$ cat config.mk
export PLATFORM = sky130hd
export DESIGN_NAME = tmrsq_top
export DESIGN_NICKNAME = d
export VERILOG_FILES = /design/src/logic/tmrsq_top.v
export VERILOG_INCLUDE_DIRS = /design/src /design/src/shared
export SDC_FILE = /design/constraint.sdc
export NUM_CORES = 1
export LEC_CHECK = 0
export ABC_AREA = 1
export BUFFER_PORTS_ARGS = -buffer_cell sky130_fd_sc_hd__buf_4
export CORE_MARGIN = 8
export CORE_UTILIZATION = 35
export DETAILED_ROUTE_END_ITERATION = 10
export GPL_TIMING_DRIVEN = 1
export PLACE_DENSITY = 0.53
export SLEW_MARGIN = 20
export SYNTH_ARGS = -nofsm -noshare
export SYNTH_HDL_FRONTEND = slang
export SYNTH_SLANG_ARGS = --single-unit
$ cat constraint.sdc
create_clock -name pclk -period 2.3 [get_ports pclk]
set_input_delay 0.115 -clock pclk [delete_from_list [all_inputs] [get_ports pclk]]
set_output_delay 0.115 -clock pclk [all_outputs]
set_load 0.02 [all_outputs]
$ cat src/shared/tmrsq_regs.vh
// register offsets, field positions, reset values and prescaler counts of the timer group
`ifndef TMRSQ_REGS_VH
`define TMRSQ_REGS_VH

// ==========================================
// register byte offsets
`define TMRSQ_CTRL        8'h00
`define TMRSQ_CMP         8'h04
`define TMRSQ_FRC_LO      8'h08
`define TMRSQ_FRC_HI      8'h0C
`define TMRSQ_FRC_W       8'h10
`define TMRSQ_STATUS      8'h14
`define TMRSQ_IST         8'h18
`define TMRSQ_MASK        8'h1C

// ==========================================
// control register fields
`define TMRSQ_EN_A        0
`define TMRSQ_OE_A        1
`define TMRSQ_SEL_A       4:2
`define TMRSQ_EN_B        5
`define TMRSQ_SEL_B       7:6
`define TMRSQ_OE_B        8
`define TMRSQ_SEL16       10:9
`define TMRSQ_CASC        11
`define TMRSQ_CTRL_W      12
`define TMRSQ_CTRL_RST    12'h200

// ==========================================
// compare register fields and reset values
`define TMRSQ_CMP_A       7:0
`define TMRSQ_CMP_B       15:8
`define TMRSQ_CMP_RST     8'hFF
`define TMRSQ_MASK_RST    2'h0
`define TMRSQ_CNT16_RST   16'h0000
`define TMRSQ_CNT8_RST    8'h00

// ==========================================
// interrupt bits
`define TMRSQ_IRQ_A       0
`define TMRSQ_IRQ_B       1

// ==========================================
// clock select codes
`define TMRSQ_A_FX        3'h0
`define TMRSQ_A_FX8       3'h1
`define TMRSQ_A_FX128     3'h2
`define TMRSQ_A_SUB       3'h3
`define TMRSQ_A_BMATCH    3'h4
`define TMRSQ_A_BOUT      3'h5
`define TMRSQ_B_FX8       2'h0
`define TMRSQ_B_EV1       2'h1
`define TMRSQ_B_EV2       2'h2
`define TMRSQ_B_FX128     2'h3
`define TMRSQ_16_BMATCH   2'h0
`define TMRSQ_16_FX       2'h1
`define TMRSQ_16_FX8      2'h2
`define TMRSQ_16_FX128    2'h3

// ==========================================
// prescaler: fx is pclk; fx/8 and fx/128 are enable pulses
`define TMRSQ_DIV8_MASK   7'h07
`define TMRSQ_DIV128_MASK 7'h7F

`endif

$ cat src/logic/tmrsq_top.v
// timer group: free-running 16-bit counter with read buffer, two 8-bit square-wave timers
`timescale 1ns/1ps
`include "tmrsq_regs.vh"
// ==========================================
// What this block does
// - reset clears the 16-bit counter, which then runs freely, never stopped or cleared
// - low-byte read freezes the read buffer holding the captured count
// - high-byte read completion releases the buffer back to tracking
// - counter keeps running in stop; flag marks its value undefined afterwards
// - 24-bit event mode is read-only; only its low byte, timer B, has compare, match and clear
// - square-wave mode inverts output pin on each compare match
// - match clears 8-bit counter to zero and raises interrupt one cycle later
// - clearing count enable forces square-wave output low
// - timer A clock: fx, fx/8, fx/128, subclock, B match, B output
module tmrsq_top (
	input  wire        pclk,
	input  wire        presetn,
	input  wire        psel,
	input  wire        penable,
	input  wire        pwrite,
	input  wire [7:0]  paddr,
	input  wire [31:0] pwdata,
	output reg  [31:0] prdata,
	output reg         pready,
	output reg         pslverr,
	input  wire        stop_mode,
	input  wire        sub_clk_pin,
	input  wire        event_input_pin,
	output reg         square_out_pin,
	output reg         square_out_pin_b,
	output reg         irq
);

	// ==========================================
	// functions
	// one tick of an 8-bit compare timer: {match, next count}
	function [8:0] step8;
		input [7:0] cnt;
		input [7:0] cmp;
		begin
			if (cnt == cmp)
				step8 = {1'b1, `TMRSQ_CNT8_RST};
			else
				step8 = {1'b0, cnt + 8'h01};
		end
	endfunction

	// rising edge of a synchronised pin: stages two and three agree high, level was low
	function rise_tick;
		input [2:0] sync;
		input       level;
		begin
			rise_tick = (sync[1] == sync[2]) & sync[2] & ~level;
		end
	endfunction

	// settled pin level: a disagreement of stages two and three keeps the old level
	function settled;
		input [2:0] sync;
		input       level;
		begin
			settled = (sync[1] == sync[2]) ? sync[2] : level;
		end
	endfunction

	// one register selected by its offset in a given bus phase
	function hit;
		input       phase;
		input [7:0] addr;
		input [7:0] reg_off;
		begin
			hit = phase & (addr == reg_off);
		end
	endfunction

	// ==========================================
	// state
	reg [`TMRSQ_CTRL_W-1:0] ctrl;
	reg [7:0]               cmp_a;
	reg [7:0]               cmp_b;
	reg [1:0]               mask;
	reg [1:0]               ist;
	reg [15:0]              cnt16;
	reg [15:0]              rd_buf;
	reg                     frozen;
	reg [7:0]               cnt_a;
	reg [7:0]               cnt_b;
	reg                     match_a_q;
	reg                     match_b_q;
	reg [6:0]               pre;
	reg [2:0]               ev_sync;
	reg [2:0]               sub_sync;
	reg                     ev_level;
	reg                     sub_level;
	reg                     stop_q;
	reg                     undef_flag;
	reg [31:0]              rdata;
	reg                     bad_addr;
	reg                     tick_a;
	reg                     tick_b;
	reg                     tick16;

	wire        setup   = psel & ~penable;
	wire        acc     = psel & penable & pready;
	wire        wr      = acc & pwrite;
	wire        rd      = acc & ~pwrite;
	wire        div8    = ((pre & `TMRSQ_DIV8_MASK) == `TMRSQ_DIV8_MASK);
	wire        div128  = (pre == `TMRSQ_DIV128_MASK);
	wire        ev_tick = rise_tick(ev_sync, ev_level);
	wire        sb_tick = rise_tick(sub_sync, sub_level);
	wire [15:0] view    = frozen ? rd_buf : cnt16;
	wire [8:0]  nx_a    = step8(cnt_a, cmp_a);
	wire [8:0]  nx_b    = step8(cnt_b, cmp_b);
	wire        clr_ist = hit(rd, paddr, `TMRSQ_IST);
	wire        clr_und = hit(rd, paddr, `TMRSQ_STATUS);
	wire [1:0]  next_ist = (ist & ~{2{clr_ist}}) | {match_b_q, match_a_q};

	// ==========================================
	// tick selection
	always @* begin
		case (ctrl[`TMRSQ_SEL_A])
		`TMRSQ_A_FX:     tick_a = 1'b1;
		`TMRSQ_A_FX8:    tick_a = div8;
		`TMRSQ_A_FX128:  tick_a = div128;
		`TMRSQ_A_SUB:    tick_a = sb_tick;
		`TMRSQ_A_BMATCH: tick_a = match_b_q;
		`TMRSQ_A_BOUT:   tick_a = match_b_q & square_out_pin_b;
		default:         tick_a = 1'b0;
		endcase
		if (ctrl[`TMRSQ_CASC])
			tick_b = match_a_q;
		else begin
			case (ctrl[`TMRSQ_SEL_B])
			`TMRSQ_B_FX8:   tick_b = div8;
			`TMRSQ_B_EV1:   tick_b = ev_tick;
			`TMRSQ_B_EV2:   tick_b = ev_tick;
			`TMRSQ_B_FX128: tick_b = div128;
			default:        tick_b = 1'b0;
			endcase
		end
		case (ctrl[`TMRSQ_SEL16])
		`TMRSQ_16_BMATCH: tick16 = match_b_q;
		`TMRSQ_16_FX:     tick16 = 1'b1;
		`TMRSQ_16_FX8:    tick16 = div8;
		`TMRSQ_16_FX128:  tick16 = div128;
		default:          tick16 = 1'b0;
		endcase
	end

	// ==========================================
	// read mux and decode
	always @* begin
		rdata    = 32'h00000000;
		bad_addr = 1'b0;
		case (paddr)
		`TMRSQ_CTRL:   rdata[`TMRSQ_CTRL_W-1:0] = ctrl;
		`TMRSQ_CMP:    rdata[15:0] = {cmp_b, cmp_a};
		`TMRSQ_FRC_LO: rdata[7:0] = view[7:0];
		`TMRSQ_FRC_HI: rdata[7:0] = view[15:8];
		`TMRSQ_FRC_W:  rdata[15:0] = view;
		`TMRSQ_STATUS: rdata[19:0] = {undef_flag, frozen, square_out_pin_b,
			square_out_pin, cnt_b, cnt_a};
		`TMRSQ_IST:    rdata[1:0] = ist;
		`TMRSQ_MASK:   rdata[1:0] = mask;
		default:       bad_addr = 1'b1;
		endcase
	end

	// ==========================================
	// apb slave and registers
	always @(posedge pclk or negedge presetn) begin
		if (!presetn) begin
			pready  <= 1'b0;
			pslverr <= 1'b0;
			prdata  <= 32'h00000000;
			ctrl    <= `TMRSQ_CTRL_RST;
			cmp_a   <= `TMRSQ_CMP_RST;
			cmp_b   <= `TMRSQ_CMP_RST;
			mask    <= `TMRSQ_MASK_RST;
		end else begin
			// zero wait states: read data is prepared during the setup cycle
			pready <= 1'b1;
			if (setup) begin
				pslverr <= bad_addr;
				prdata  <= pwrite ? 32'h00000000 : rdata;
			end else if (acc) begin
				pslverr <= 1'b0;
				prdata  <= 32'h00000000;
			end
			// writes to read-only offsets are dropped without an error
			if (hit(wr, paddr, `TMRSQ_CTRL))
				ctrl <= pwdata[`TMRSQ_CTRL_W-1:0];
			if (hit(wr, paddr, `TMRSQ_CMP)) begin
				cmp_a <= pwdata[`TMRSQ_CMP_A];
				cmp_b <= pwdata[`TMRSQ_CMP_B];
			end
			if (hit(wr, paddr, `TMRSQ_MASK))
				mask <= pwdata[1:0];
		end
	end

	// ==========================================
	// input synchronisers and prescaler
	always @(posedge pclk or negedge presetn) begin
		if (!presetn) begin
			ev_sync   <= 3'h0;
			sub_sync  <= 3'h0;
			ev_level  <= 1'b0;
			sub_level <= 1'b0;
			pre       <= 7'h00;
			stop_q    <= 1'b0;
		end else begin
			ev_sync  <= {ev_sync[1:0], event_input_pin};
			sub_sync <= {sub_sync[1:0], sub_clk_pin};
			ev_level  <= settled(ev_sync, ev_level);
			sub_level <= settled(sub_sync, sub_level);
			pre    <= pre + 7'h01;
			stop_q <= stop_mode;
		end
	end

	// ==========================================
	// free-running counter and read buffer
	always @(posedge pclk or negedge presetn) begin
		if (!presetn) begin
			cnt16      <= `TMRSQ_CNT16_RST;
			rd_buf     <= `TMRSQ_CNT16_RST;
			frozen     <= 1'b0;
			undef_flag <= 1'b0;
		end else begin
			// counting carries on in stop; there is deliberately no clear
			if (tick16)
				cnt16 <= cnt16 + 16'h0001;
			// the buffer follows the live count, so freezing needs no separate capture
			rd_buf <= view;
			if (hit(setup & ~pwrite, paddr, `TMRSQ_FRC_LO))
				frozen <= 1'b1;
			else if (hit(rd, paddr, `TMRSQ_FRC_HI))
				frozen <= 1'b0;
			// a lone low read leaves the buffer frozen until a high read
			if (stop_q && !stop_mode)
				undef_flag <= 1'b1;
			else if (clr_und)
				undef_flag <= 1'b0;
		end
	end

	// ==========================================
	// timer A: square wave on square_out_pin
	always @(posedge pclk or negedge presetn) begin
		if (!presetn) begin
			cnt_a          <= `TMRSQ_CNT8_RST;
			match_a_q      <= 1'b0;
			square_out_pin <= 1'b0;
		end else if (!ctrl[`TMRSQ_EN_A]) begin
			cnt_a          <= `TMRSQ_CNT8_RST;
			match_a_q      <= 1'b0;
			square_out_pin <= 1'b0;
		end else if (tick_a) begin
			cnt_a     <= nx_a[7:0];
			match_a_q <= nx_a[8];
			if (nx_a[8] && ctrl[`TMRSQ_OE_A])
				square_out_pin <= ~square_out_pin;
		end else
			match_a_q <= 1'b0;
	end

	// ==========================================
	// timer B: event timer, square wave on square_out_pin_b
	always @(posedge pclk or negedge presetn) begin
		if (!presetn) begin
			cnt_b            <= `TMRSQ_CNT8_RST;
			match_b_q        <= 1'b0;
			square_out_pin_b <= 1'b0;
		end else if (!ctrl[`TMRSQ_EN_B]) begin
			cnt_b            <= `TMRSQ_CNT8_RST;
			match_b_q        <= 1'b0;
			square_out_pin_b <= 1'b0;
		end else if (tick_b) begin
			cnt_b     <= nx_b[7:0];
			match_b_q <= nx_b[8];
			if (nx_b[8] && ctrl[`TMRSQ_OE_B])
				square_out_pin_b <= ~square_out_pin_b;
		end else
			match_b_q <= 1'b0;
	end

	// ==========================================
	// interrupts: sticky status, read clears, a new event wins over the clear
	always @(posedge pclk or negedge presetn) begin
		if (!presetn) begin
			ist <= 2'h0;
			irq <= 1'b0;
		end else begin
			ist <= next_ist;
			irq <= |(next_ist & mask);
		end
	end

endmodule // tmrsq_top

After elaboration in Yosys (flattened, before gate mapping)
Cells that the tools add are included.

Logic and storage cells: 138. Memories: 0. RAM bits: 0. Register bits: 137. Memory bits (read-only): 0. Input port bits: 48. Latch bits: 0.

Bitwise gates (word level): 28. Magnitude comparators: 0. Multipliers: 0. Divide/modulo/power cells: 0. Mux-type cells: 36. Shift operators: 0. Add/subtract/negate cells: 4. Equality and inequality tests: 28. Reduce and logical (&&, ||, !) cells: 17.

Operator list (number): 2-to-1 mux 32 bit (2); == test 8 x 5 -> 1 bit, second input constant (4); 2-to-1 mux 8 bit (4); one-hot mux 6 bit (5 select lines) (1); 2-to-1 mux 20 bit (1); AND 1 bit (18); 2-to-1 mux 1 bit (18); 2-to-1 mux 9 bit (2); adder 16 x 1 -> 16 bit, second input constant (1); adder 8 x 1 -> 8 bit, second input constant (2); == test 8 x 4 -> 1 bit, second input constant (2); == test 8 bit (2); 2-to-1 mux 16 bit (1); one-hot mux 4 bit (4 select lines) (1); one-hot mux 2 bit (7 select lines) (1); one-hot mux 4 bit (3 select lines) (1); == test 3 bit, second input constant (3); == test 2 bit, second input constant (4); == test 8 x 3 -> 1 bit, second input constant (1); logical NOT 8 bit (1); != test 2 x 1 -> 1 bit, second input constant (4); OR reduction 8 bit (1); adder 7 x 1 -> 7 bit, second input constant (1); == test 7 bit, second input constant (1); other kinds (19) (36).

Logic depth before layout (Yosys ltp)
Depth in word-level cells: 9. Gate-level depth with buffers: 12. Mapped depth without buffers: 11.

Least setup slack after synthesis
OpenSTA, ideal clock, no wires.

Path type: register to register. From: register pre[0]. To: register cnt16[13]. Path buffers: 1. Path slack: 0.687 ns. Data required time: 2.173 ns. Arrival: 1.486 ns. Cell stages (with the launch flop): 10. Library setup time: 0.127 ns. Path through: dfrtp_1 > ha_1 > ha_1 > a21oi_1 > o21ai_0 > nand2_2 > inv_2 > buf_4 > nand2_1 > o21ai_0.

Cells in the longest elaborated chain, start to end: 2. Elaborated cells between the ends (all ways): 3.

RTL lines: start: declaration (line tmrsq_top.v:90) `reg [6:0] pre;`; start signal: assignment (line tmrsq_top.v:217) `pre <= pre + 7'h01;`; == test 7 bit (no source line) / == test 3 bit (equally long branches); one-hot mux 1 bit (4 select lines) * (line tmrsq_top.v:141) `` case (ctrl[`TMRSQ_SEL16]) ``; end signal: assignment (line tmrsq_top.v:226) `` cnt16 <= `TMRSQ_CNT16_RST; ``; end signal: assignment (line tmrsq_top.v:233) `cnt16 <= cnt16 + 16'h0001;`; end: declaration (line tmrsq_top.v:83) `reg [15:0] cnt16;`.

Mark *: on every way between the ends. The rest lies on a longest branch, timed or not. A chain may end at the register's enable or synchronous reset.

Worst setup path in the final report
From: register ctrl[6]. To: register cnt_b[3].

Cells in the longest elaborated chain, start to end: 5. Elaborated cells between the ends (all ways): 8.

RTL lines: start: declaration (line tmrsq_top.v:78) `` reg [`TMRSQ_CTRL_W-1:0] ctrl; ``; start signal: assignment (line tmrsq_top.v:176) `` ctrl <= `TMRSQ_CTRL_RST; ``; start signal: assignment (line tmrsq_top.v:192) `` ctrl <= pwdata[`TMRSQ_CTRL_W-1:0]; ``; == test 2 bit / == test 2 x 1 -> 1 bit (equally long branches) (line tmrsq_top.v:133) `` case (ctrl[`TMRSQ_SEL_B]) ``; OR reduction 2 bit (no source line); one-hot mux 1 bit (3 select lines) * (line tmrsq_top.v:133); 2-to-1 mux 1 bit * (line tmrsq_top.v:130) `` if (ctrl[`TMRSQ_CASC]) ``; != test 2 x 1 -> 1 bit (no source line) *; end signal: assignment (line tmrsq_top.v:272) `` cnt_b <= `TMRSQ_CNT8_RST; ``; end signal: assignment (line tmrsq_top.v:276) `` cnt_b <= `TMRSQ_CNT8_RST; ``; end signal: assignment (line tmrsq_top.v:280) `cnt_b <= nx_b[7:0];`; end: declaration (line tmrsq_top.v:87) `reg [7:0] cnt_b;`.

Marked as above.

==> out/metrics.yaml <==
most-common-layout-cells: "271 x sky130_fd_sc_hd__nand2_1, 108 x sky130_fd_sc_hd__dfrtp_1, 95 x sky130_fd_sc_hd__inv_1, 65 x sky130_fd_sc_hd__nand3_1, 65 x sky130_fd_sc_hd__buf_4"
crit-reg2reg-capture: "cnt_b[3]"
period_needed_ns: 1.88
cellLeakagePower_nw: 3.95
postSynth.topFlopCell: "sky130_fd_sc_hd__dfrtp_1"
tritoncts.num_buffers: 17
ff2ff_path_depth: 10
core.rowCount: 50
flow.area_growth_from_synthesis_pct: 21.7
floorplan.io_pins: 85
mostFrequentLayoutCell: "sky130_fd_sc_hd__nand2_1"
detailedRoute.firstIterationViolations: 330
postCtsSetupBuffers: 0
ys_async_sr_fraction: 1.00
cts.clk_slew.worst_paths_ns: 0.06
cts_sinks: 125
globalRouteTotalUtil: 0.154
final_hold_viol_count: 0
layout_cells_sized_above_1: 0.160
worstSetupPathType: "reg2reg"
finalNetCount: 977
routability_congestion_estimate_from_global_placement: 0.835
rsz_0062_raised_after_global_routing: "false"
post_route_ant_nets: 0
dpl-instance-area_mm2: 0.00720
synth.yosys.warnings: 0
pre_cts_ws_ns: 0.425
fill_cells: 1897
grt-ovfl-total: 0
totalWireLength_um: 16900
die_h_um: 153
crit_arrival_ns: 2.17
edff_count_synth: 0
drt-vias-per-instance: 4.60
fin_crit_sh: 0.817
cp-start-kind: "flop"
chipWidth_um: 153
syn_inst: 837
n_antenna_cell: 0
clock_latency_ns: 0.43
fin_skew_ns: 0.00822
cap_viol_max_count: 0
tns_ns: 0
starting_utilization_of_the_core_area: 0.353
cp-end-kind: "flop"
launching_point_of_the_worst_reg2reg_path: "ctrl[6]"
hold_slack_ns: 0.0690
reg2reg_slack_ns: 0.42
setup_viol: 0
floorplan.core_area_mm2: 0.0186
holdCritPathClass: "in2reg"
postLayoutCellArea_mm2: 0.00799
syn-cell-area_mm2: 0.00657
critical_path_required_ns: 2.59
irDropWorstVdd_mv: 0.538
hold_start: "paddr[6]"
final-max-slew-violation-count: 0
die_outline_area_mm2: 0.0234
vias: 5369
drc_violations_left: 0
postLayoutSetupSlackWorst_ns: 0.420
clockBufferDepth: 2
drtPass1Iterations: 4
syn-mean-instance-area_um2: 7.84
tritoncts: "yes"
yosysUniqueCellTypes: 39
routedWlPerCell_um: 14.5
place_hpwl_um: 12500
ys_ff_latch: 125
grt_pass1_wl_um: 28600
max_freq_ghz: 0.532
htreeDepth: 4
grt_max_degree: 126
timing.max_slew.rel_slack: 0.462
vias_in_the_first_global_route: 5434
antenna_found_initial: 0
hold_worst_path_end: "prdata[1]"
place.port_buffers: 56
power-per-cell-area_mw_per_mm2: 656
seq_area_frac_synth: 0.480
worst_pin_slew_ns: 0.807
cts_root_buffer: "sky130_fd_sc_hd__clkbuf_16"
status: "completed"
critPathMaxFanout: 11
multi_input_comb_area_mm2: 0.00286
hold_depth: 6
seqCellArea_mm2: 0.00315
[routing by layer]
layer  track usage  routed length, um
met1         0.197               8110
met2         0.254               8120
met3        0.0293                487
met4        0.0580                192
met5             0                  0
[cell type report]
cell class / instances / area share
Clock inverter: 10 / 0.0139
Multi-Input combinational cell: 588 / 0.358
Timing Repair Buffer: 86 / 0.0886
Clock buffer: 22 / 0.0606
Tap cell: 234 / 0.0366
Sequential cell: 125 / 0.394
Inverter: 102 / 0.0482
[sequential cells by signal, indices dropped and copies added (netlist names), 3 cells and up]
signal / count
sub_sync: 3
ctrl: 12
cnt16: 16
prdata: 20
ev_sync: 3
rd_buf: 16
cnt_a: 8
cmp_a: 8
cnt_b: 8
pre: 7
cmp_b: 8
[cell usage after synthesis (2+ instances only)]
library cell,number,area [um2]
sky130_fd_sc_hd__inv_1,95,357
sky130_fd_sc_hd__o21ai_0,60,300
sky130_fd_sc_hd__nand2_1,271,1020
sky130_fd_sc_hd__inv_2,6,22.5
sky130_fd_sc_hd__conb_1,2,7.51
sky130_fd_sc_hd__nor2_4,3,33.8
sky130_fd_sc_hd__nor2_2,5,31.3
sky130_fd_sc_hd__o21ai_1,11,55.1
sky130_fd_sc_hd__a21oi_1,14,70.1
sky130_fd_sc_hd__nor2_1,47,176
sky130_fd_sc_hd__buf_4,16,120
sky130_fd_sc_hd__nand3b_1,3,22.5
sky130_fd_sc_hd__buf_2,9,45.0
sky130_fd_sc_hd__nor3_1,13,65.1
sky130_fd_sc_hd__buf_6,2,22.5
sky130_fd_sc_hd__a32o_1,4,40.0
sky130_fd_sc_hd__nand3_1,65,325
sky130_fd_sc_hd__ha_1,9,113
sky130_fd_sc_hd__clkbuf_1,4,15.0
sky130_fd_sc_hd__nand4_1,10,62.6
sky130_fd_sc_hd__o211ai_1,3,22.5
sky130_fd_sc_hd__o21ai_2,5,43.8
sky130_fd_sc_hd__or2_2,2,12.5
sky130_fd_sc_hd__dfrtp_1,108,2700
sky130_fd_sc_hd__xnor2_1,8,70.1
sky130_fd_sc_hd__xor2_1,25,219
sky130_fd_sc_hd__dfstp_2,17,447
sky130_fd_sc_hd__nand2_2,9,56.3
[critical path, cell delays in order (launching register included)]
cell and delay, ns:
sky130_fd_sc_hd__dfrtp_1 0.47, sky130_fd_sc_hd__inv_1 0.07, sky130_fd_sc_hd__ha_1 0.29, sky130_fd_sc_hd__nand3_1 0.09, sky130_fd_sc_hd__nand2_1 0.05, sky130_fd_sc_hd__inv_1 0.04
sky130_fd_sc_hd__nand2_1 0.04, sky130_fd_sc_hd__nand2_1 0.06, sky130_fd_sc_hd__nand3_1 0.32, sky130_fd_sc_hd__nand3_1 0.19, sky130_fd_sc_hd__o21ai_0 0.11
[stage by stage]
stage | instances | util | total power (W)
after floorplan | 848 | - | 0.00243
after global placement | 1115 | 0.387 | 0.00255
after detailed placement | 1115 | 0.387 | 0.00255
after CTS | 1167 | 0.430 | 0.00531
after global routing | 1167 | 0.430 | 0.00544
final | 1167 | 0.430 | 0.00524
[repair_timing]
action,CTS,global route
hold buffers,20,0
endpoints found under the hold margin,138,0
gates resized for setup,0,0
[power by group]
part | leakage (nW) | switching (W) | internal (W)
clock network | 0.288 | 0.00101 | 0.00170
logic | 2.04 | 0.000168 | 0.000104
registers | 1.62 | 0.0000211 | 0.00224
[cell families (layout without fill, tap and decap cells)]
kind of cell / count (synthesis) / after routing / synth area share
AOI/OAI and AO/OA: 100 / 100 / 0.0848
xor gates and xnor gates: 33 / 33 / 0.0440
adders and majority gates: 9 / 9 / 0.0172
buffers and inverters: 135 / 220 / 0.0909
DFF: 125 / 125 / 0.480
muxes: 1 / 1 / 0.00229
other: 2 / 13 / 0.00114
and+or+nand+nor: 432 / 432 / 0.280
[worst max path at each step]
| stage | from | end | slack [ns] |
|---|---|---|---|
| global placement | pre[0] | cnt16[8] | 0.44 |
| detailed placement | pre[0] | cnt16[8] | 0.43 |
| floorplan | pre[0] | cnt16[13] | 0.69 |
| finish | ctrl[6] | cnt_b[3] | 0.42 |
| CTS | pre[0] | cnt16[8] | 0.41 |
| global route | pre[0] | cnt_a[0] | 0.19 |
(Power assumes the default switching activity.)
